### src/hw/dcs_pkg.sv
// Package for the sample-clock source and oscillator band control block
package dcs_pkg;
    // Register offsets on the configuration port
    localparam logic [7:0] DCS_OFS_CLK_CORR = 8'h08;
    localparam logic [7:0] DCS_OFS_MULT_CTRL = 8'h0A;
    localparam logic [7:0] DCS_OFS_LOOP_TUNE = 8'h0C;
    localparam logic [7:0] DCS_OFS_CROSS_CTRL = 8'h0D;
    localparam logic [7:0] DCS_OFS_TUNE_STAT = 8'h0E;
    // Field positions
    localparam int DCS_BIT_MULT_EN = 7;
    localparam int DCS_BIT_MAN_EN = 6;
    localparam int DCS_BIT_DUTY_EN = 0;
    localparam int DCS_BIT_LEVEL_EN = 1;
    localparam int DCS_BIT_CROSS_EN = 4;
    // Reset values
    localparam logic [7:0] DCS_RST_MULT_CTRL = 8'h00;
    localparam logic [7:0] DCS_RST_LOOP_TUNE = 8'h00;
    localparam logic [7:0] DCS_RST_CROSS_CTRL = 8'h00;
    localparam logic [7:0] DCS_RST_CLK_CORR = 8'h00;
    // Automatic search launch value and band limits
    localparam logic [7:0] DCS_CMD_AUTO = 8'h80;
    localparam logic [5:0] DCS_BAND_LAST = 6'h3E;
    // Control-voltage codes
    localparam logic [3:0] DCS_CV_HIGHER = 4'h7;
    localparam logic [3:0] DCS_CV_LOWER = 4'hE;
    localparam logic [3:0] DCS_CV_MID0 = 4'h0;
    localparam logic [3:0] DCS_CV_MID1 = 4'h1;
    // Settle wait per band step during search
    localparam int DCS_SETTLE_NS = 1000;
    localparam int DCS_CLK_NS = 10;
    localparam int DCS_SETTLE_CYC = DCS_SETTLE_NS / DCS_CLK_NS;

    // Register write request
    typedef struct packed {
        logic we;
        logic [7:0] addr;
        logic [7:0] wdata;
    } dcs_req_t;

    // Search states
    typedef enum logic [2:0] {
        DCS_IDLE = 3'b001,
        DCS_WAIT = 3'b010,
        DCS_JUDGE = 3'b100
    } dcs_state_t;
endpackage

### src/hw/dcs_clock_ctrl.sv
// Sample-clock source select and oscillator band control
// Notes on behaviour
// - Multiplier off: power down, use direct clock
// - Multiplier on: sample clock from multiplied path
// - Oscillator = ref*ratios; sample = oscillator/divide
// - Sixty-three overlapping bands, chosen per part
// - Write 0x80 launches automatic band search
// - Manual enable takes band from field
// - Control-voltage code readable in status low bits
// - Codes: 0111 higher, 1110 lower, 0/1 good
// - Enables for duty and level correction
`timescale 1ns/100ps
`default_nettype none
module dcs_clock_ctrl
    import dcs_pkg::*;
#(
    parameter int SETTLE_CYC = DCS_SETTLE_CYC
) (
    input wire logic clk_sys,
    input wire logic arst_n,
    input wire dcs_pkg::dcs_req_t req,
    input wire logic [3:0] cv_code_in,
    input wire logic pll_lock_in,
    output logic [7:0] rdata,
    output logic mult_pd,
    output logic sel_multiplied,
    output logic [5:0] band_out,
    output logic search_busy,
    output logic [1:0] loop_bw,
    output logic [4:0] pump_cur,
    output logic cross_en,
    output logic duty_corr_en,
    output logic level_corr_en
);
    import dcs_pkg::*;

    initial begin
        if (SETTLE_CYC < 1 || SETTLE_CYC > 65535) begin
            $error("SETTLE_CYC out of range");
        end
    end

    // Two-stage synchronisers for analog status
    logic [3:0] cv_s1_r, cv_s2_r;
    logic lock_s1_r, lock_s2_r;
    always_ff @(posedge clk_sys or negedge arst_n) begin
        if (!arst_n) begin
            cv_s1_r <= 4'h0;
            cv_s2_r <= 4'h0;
            lock_s1_r <= 1'b0;
            lock_s2_r <= 1'b0;
        end else begin
            cv_s1_r <= cv_code_in;
            cv_s2_r <= cv_s1_r;
            lock_s1_r <= pll_lock_in;
            lock_s2_r <= lock_s1_r;
        end
    end

    logic [7:0] mult_r, mult_nxt, loop_r, loop_nxt, cross_r, cross_nxt;
    logic [7:0] corr_r, corr_nxt, rdata_nxt;
    logic [5:0] auto_band_r, auto_band_nxt, band_nxt;
    logic [15:0] cnt_r, cnt_nxt;
    dcs_state_t st_r, st_nxt;
    logic wr_mult;

    assign wr_mult = req.we && req.addr == DCS_OFS_MULT_CTRL;

    // Register file, search engine and derived outputs
    always_comb begin
        mult_nxt = mult_r;
        loop_nxt = loop_r;
        cross_nxt = cross_r;
        corr_nxt = corr_r;
        st_nxt = st_r;
        cnt_nxt = cnt_r;
        auto_band_nxt = auto_band_r;
        if (req.we) begin
            case (req.addr)
                DCS_OFS_MULT_CTRL: mult_nxt = req.wdata;
                DCS_OFS_LOOP_TUNE: loop_nxt = req.wdata;
                DCS_OFS_CROSS_CTRL: cross_nxt = req.wdata;
                DCS_OFS_CLK_CORR: corr_nxt = req.wdata;
                default: ;
            endcase
        end
        case (st_r)
            DCS_IDLE: begin
                if (wr_mult && req.wdata == DCS_CMD_AUTO) begin
                    st_nxt = DCS_WAIT;
                    auto_band_nxt = 6'h00;
                    cnt_nxt = 16'h0000;
                end
            end
            DCS_WAIT: begin
                // Each band gets time for the loop to settle
                cnt_nxt = cnt_r + 16'h0001;
                if (cnt_r == 16'(SETTLE_CYC - 1)) begin
                    st_nxt = DCS_JUDGE;
                end
            end
            DCS_JUDGE: begin
                // Accept optimal code, else step upward
                // Walk the band range, per part
                if (lock_s2_r && (cv_s2_r == DCS_CV_MID0 ||
                        cv_s2_r == DCS_CV_MID1)) begin
                    st_nxt = DCS_IDLE;
                end else if (auto_band_r == DCS_BAND_LAST) begin
                    st_nxt = DCS_IDLE; // No fit: keep last band
                end else begin
                    auto_band_nxt = auto_band_r + 6'h01;
                    cnt_nxt = 16'h0000;
                    st_nxt = DCS_WAIT;
                end
            end
            default: st_nxt = DCS_IDLE;
        endcase
        // Leaving the search early if multiplier gets switched off
        if (!mult_nxt[DCS_BIT_MULT_EN]) begin
            st_nxt = DCS_IDLE;
        end
        // Manual band field wins when enabled
        band_nxt = mult_nxt[DCS_BIT_MAN_EN] ? mult_nxt[5:0] : auto_band_nxt;
        case (req.addr)
            DCS_OFS_MULT_CTRL: rdata_nxt = mult_nxt;
            DCS_OFS_LOOP_TUNE: rdata_nxt = loop_nxt;
            DCS_OFS_CROSS_CTRL: rdata_nxt = cross_nxt;
            DCS_OFS_CLK_CORR: rdata_nxt = corr_nxt;
            DCS_OFS_TUNE_STAT: rdata_nxt = {4'h0, cv_s2_r};
            default: rdata_nxt = 8'h00;
        endcase
    end

    always_ff @(posedge clk_sys or negedge arst_n) begin
        if (!arst_n) begin
            mult_r <= DCS_RST_MULT_CTRL;
            loop_r <= DCS_RST_LOOP_TUNE;
            cross_r <= DCS_RST_CROSS_CTRL;
            corr_r <= DCS_RST_CLK_CORR;
            st_r <= DCS_IDLE;
            cnt_r <= 16'h0000;
            auto_band_r <= 6'h00;
            rdata <= 8'h00;
            band_out <= 6'h00;
            mult_pd <= 1'b1;
            sel_multiplied <= 1'b0;
            search_busy <= 1'b0;
            loop_bw <= 2'h0;
            pump_cur <= 5'h00;
            cross_en <= 1'b0;
            duty_corr_en <= 1'b0;
            level_corr_en <= 1'b0;
        end else begin
            mult_r <= mult_nxt;
            loop_r <= loop_nxt;
            cross_r <= cross_nxt;
            corr_r <= corr_nxt;
            st_r <= st_nxt;
            cnt_r <= cnt_nxt;
            auto_band_r <= auto_band_nxt;
            rdata <= rdata_nxt;
            band_out <= band_nxt;
            // Power down and direct source when off
            mult_pd <= !mult_nxt[DCS_BIT_MULT_EN];
            // Ratios applied in the analog loop
            sel_multiplied <= mult_nxt[DCS_BIT_MULT_EN];
            search_busy <= st_nxt != DCS_IDLE;
            loop_bw <= loop_nxt[7:6];
            pump_cur <= loop_nxt[4:0];
            cross_en <= cross_nxt[DCS_BIT_CROSS_EN];
            duty_corr_en <= corr_nxt[DCS_BIT_DUTY_EN];
            level_corr_en <= corr_nxt[DCS_BIT_LEVEL_EN];
        end
    end
endmodule
`default_nettype wire

### config.mk
export PLATFORM = sky130hd
export DESIGN_NAME = dcs_clock_ctrl
export DESIGN_NICKNAME = d
export VERILOG_FILES = /design/src/hw/dcs_pkg.sv /design/src/hw/dcs_clock_ctrl.sv
export SDC_FILE = /design/constraint.sdc
export NUM_CORES = 1
export LEC_CHECK = 0
export ABC_AREA = 1
export ABC_CLOCK_PERIOD_IN_PS = 4100
export BUFFER_PORTS_ARGS = -buffer_cell sky130_fd_sc_hd__buf_4
export CAP_MARGIN = 20
export CORE_MARGIN = 2
export CORE_UTILIZATION = 40
export DETAILED_ROUTE_END_ITERATION = 6
export SYNTH_ARGS = -nofsm -noshare
export SYNTH_HDL_FRONTEND = slang
export SYNTH_SLANG_ARGS = --single-unit
### constraint.sdc
create_clock -name clk_sys -period 4.1 [get_ports clk_sys]
set_input_delay 0.615 -clock clk_sys [delete_from_list [all_inputs] [get_ports clk_sys]]
set_output_delay 0.615 -clock clk_sys [all_outputs]
set_load 0.05 [all_outputs]
==> metrics <==
# rows 37; critical path endpoint category register; Max-Cap Viols 0; yosys warns 0; switching share of total power 27.35%; share of layout cells above drive strength 1 between 10% and 20%; Pleak 2.592 nW; # DRC 0; ys async rst share 100.0%; Hold Crit Class primary input to asynchronous set/reset pin; area of the multi-input gates about 1900 um^2; Post-CTS Hold Buffers 0; Setup crit start kind primary input; Initial Util roughly two fifths; combinational cell fraction of total power about an eighth; drt first-iter violations 220; FF-to-FF End st_r[0]; relative slew slack 52.47%; total grt overflow 0; Final setup viols 0; Avg Cell Area, Syn about 8 um^2; largest stage delay on the critical path 0.33 ns; vias post-DR between 3,000 and 4,000; Syn Inst Count around 520; die extent in y ~110 um; Least-Margin Pin Slew just over 0.7 ns; die span in x approximately 110 um; hold slack between 0.07 and 0.08 ns; CTS Sinks between 80 and 90; port bufs 50; Reg2Reg Setup Slack ~2.4 ns; most used cell, CP nand2_1; placed wire-length estimate ~7000 um; Avg WL per Cell 13.53 um; latest clock arrival within the worst-skew pair between 0.3 and 0.4 ns; Area Growth Syn to Fin 16.17%; Net Count, Synth approximately 550; crit path max-delay cell type nor2_4; f_max ~0.57 GHz; WS Path Type primary input to register; worst path required time ~4.4 ns; final hold violation count 0; outcome finished clean; final instance count without filler cells ~700; antenna fix cells 0; initial antenna violation count 0; VDD IR max 161.0 uV; gr usage total a little under a fifth; number of buffers created by CTS 9; fillers ~1,000; synthesized area around 4300 um^2; Seq/Total Area, Yosys between 40% and 50%; switching pwr 0.0004813 W; sequential cell area slightly above 2000 um^2; Final min period around 1.7 ns; Post-synth EDFFs 0; nets@finish 594; r2r worst-path depth 6; DIE AREA between 10,000 and 15,000 um^2; Setup Skew ~0.0085 ns; CTS tree yes; total power draw between 0.0015 and 0.002 W; Antenna Violating Nets Remaining 0; CTS-repair resized insts 0; H-tree Lvls 3; Worst EP arrival a little over 2 ns; dpl cells approximately 690; detailed-router iteration count before antenna repair 4; critical path, cell by cell buf_4 -> nor2_2 -> nand2_4 -> nor2_4 -> nand2_1 -> nand2_1 -> nand3_1 -> nand2_1 -> nor2_1 -> nand2_1; largest net degree at the start of global routing 84; Vias/cell approximately 4.8; RSZ-0062 raised after global routing false; Reg-to-Reg Start st_r[2]; Clk pin slew, worst setup/hold paths ~0.090 ns; clock share of power 37.2%; post-synth cell types 37; RD Place Congestion roughly 0.88; vias in the first global route 3,364; WL final 9576 um; CP max FO 17; postcts setup bufs 0; Flop pwr share about half; Pins Over Slew Limit 0; Int Pwr between 0.001 and 0.0015 W; period utilisation layout between 40% and 50%; first-pass GRT wire length 16,520 um; PwrDens 353.3 nW/um^2; I/O pin count a little over 50; Clk Tree Root Cell clkbuf_8; Clock Path Buffers 2; Seq cells post-synth a little over 80; Setup TNS 0 ns; dominant synthesized flop cell dfrtp_1; Core Region roughly 10,000 um^2
synth_stat cells, types with 6 or more instances:
cell type  count  share of area, %
nand3_1       58               6.8
o21ai_0       13               1.5
dfrtp_1       81                47
buf_4          7               1.2
nor2_1        35               3.1
nand2_1      142                12
buf_2          6              0.70
nand4_1       12               1.8
o211ai_1      19               3.3
inv_1         58               5.1
o21a_1        14               2.5
inv_2          6              0.53
and2_1        11               1.6
xor2_1        11               2.2
nor2_2         6              0.88
per-stage QoR:
step,cell area (um^2),worst slack (ns),utilization (%)
6_report,4981,2.354,48.03
5_1_grt,4981,2.176,48.03
4_1_cts,4954,2.352,47.77
3_5_place_dp,4728,2.002,45.60
3_3_place_gp,4728,2.038,45.60
2_1_floorplan,4288,2.415,-
sequential cells by signal, summed over array words and instances, names as in the netlist:
register and flops:
cnt_r 16, corr_r 8, cross_r 8, mult_r 8, rdata 8, loop_r 7
auto_band_r 6, band_out 6, cv_s1_r 4, cv_s2_r 4, st_r 3, lock_s1_r 1
lock_s2_r 1, loop_bw 1, mult_pd 1, search_busy 1
cells by family after synthesis:
logic type | synth area share (%)
buffers and inverters | 8.054
and+or+nand+nor | 31.34
xor gates and xnor gates | 2.451
adders and majority gates | 0.8755
DFF | 48.50
AOI/OAI and AO/OA | 8.783
worst max-delay path: cells and delay by family:
family | cells | cell delay, ns
AND/OR/NAND/NOR | 9 | 1.31
buffers and inverters | 1 | 0.11
power by group through the flow:
stage	Sequential (W)	Clock, W	Combinational, W
finish	0.000873	0.000655	0.000232
global route	0.000877	0.000714	0.000260
CTS	0.000873	0.000674	0.000231
detailed placement	0.000889	0	0.000231
global placement	0.000888	0	0.000229
floorplan	0.000918	0	0.000120
layout by cell type (no fill, tap or decap), types with 2 or more instances in the layout:
cell type | Yosys | layout
a21oi_1 | 3 | 3
and2_1 | 11 | 11
buf_4 | 7 | 50
bufinv_16 | 0 | 2
clkbuf_8 | 0 | 9
clkinv_4 | 0 | 2
dfrtp_1 | 81 | 81
dfstp_2 | 2 | 2
ha_1 | 3 | 3
inv_1 | 58 | 58
inv_2 | 6 | 6
nand2_1 | 142 | 142
nand2_2 | 5 | 5
nand3_1 | 58 | 58
nand3_4 | 2 | 2
nand4_1 | 12 | 12
nor2_1 | 35 | 35
nor2_2 | 6 | 6
nor2_4 | 2 | 2
nor3_1 | 5 | 5
nor3_4 | 2 | 2
o211ai_1 | 19 | 19
o21a_1 | 14 | 14
o21ai_0 | 13 | 13
o21ai_1 | 5 | 5
xor2_1 | 11 | 11
per-layer routing:
metal / up-vias / part of all wire [%] / global-route usage [%]
li1: 1768 / - / -
met1: 1579 / 51 / 27.15
met2: 53 / 45 / 27.76
met3: 6 / 3.0 / 3.753
met4: 0 / 0.98 / 5.220
met5: - / 0 / 0
final cells by class:
class                           count  share of cell area (%)
Sequential cell                    83                   41.75
Multi-Input combinational cell    358                   37.40
Timing Repair Buffer               51                   8.088
Inverter                           64                   4.823
Tap cell                          136                   3.416
Clock buffer                        9                   2.487
Clock inverter                      7                   2.035
how the worst max path moves through the flow:
stage                     startpoint        end  slack [ns]
after floorplan              req[15]  cnt_r[10]        2.41
final                        req[15]   rdata[3]        2.35
after detailed placement     req[15]   rdata[2]        2.00
after global placement       req[15]   rdata[0]        2.04
after global routing          req[9]   rdata[0]        2.18
after CTS                    st_r[2]    st_r[0]        2.35
No activity file was read; power rests on OpenSTA's default activity.
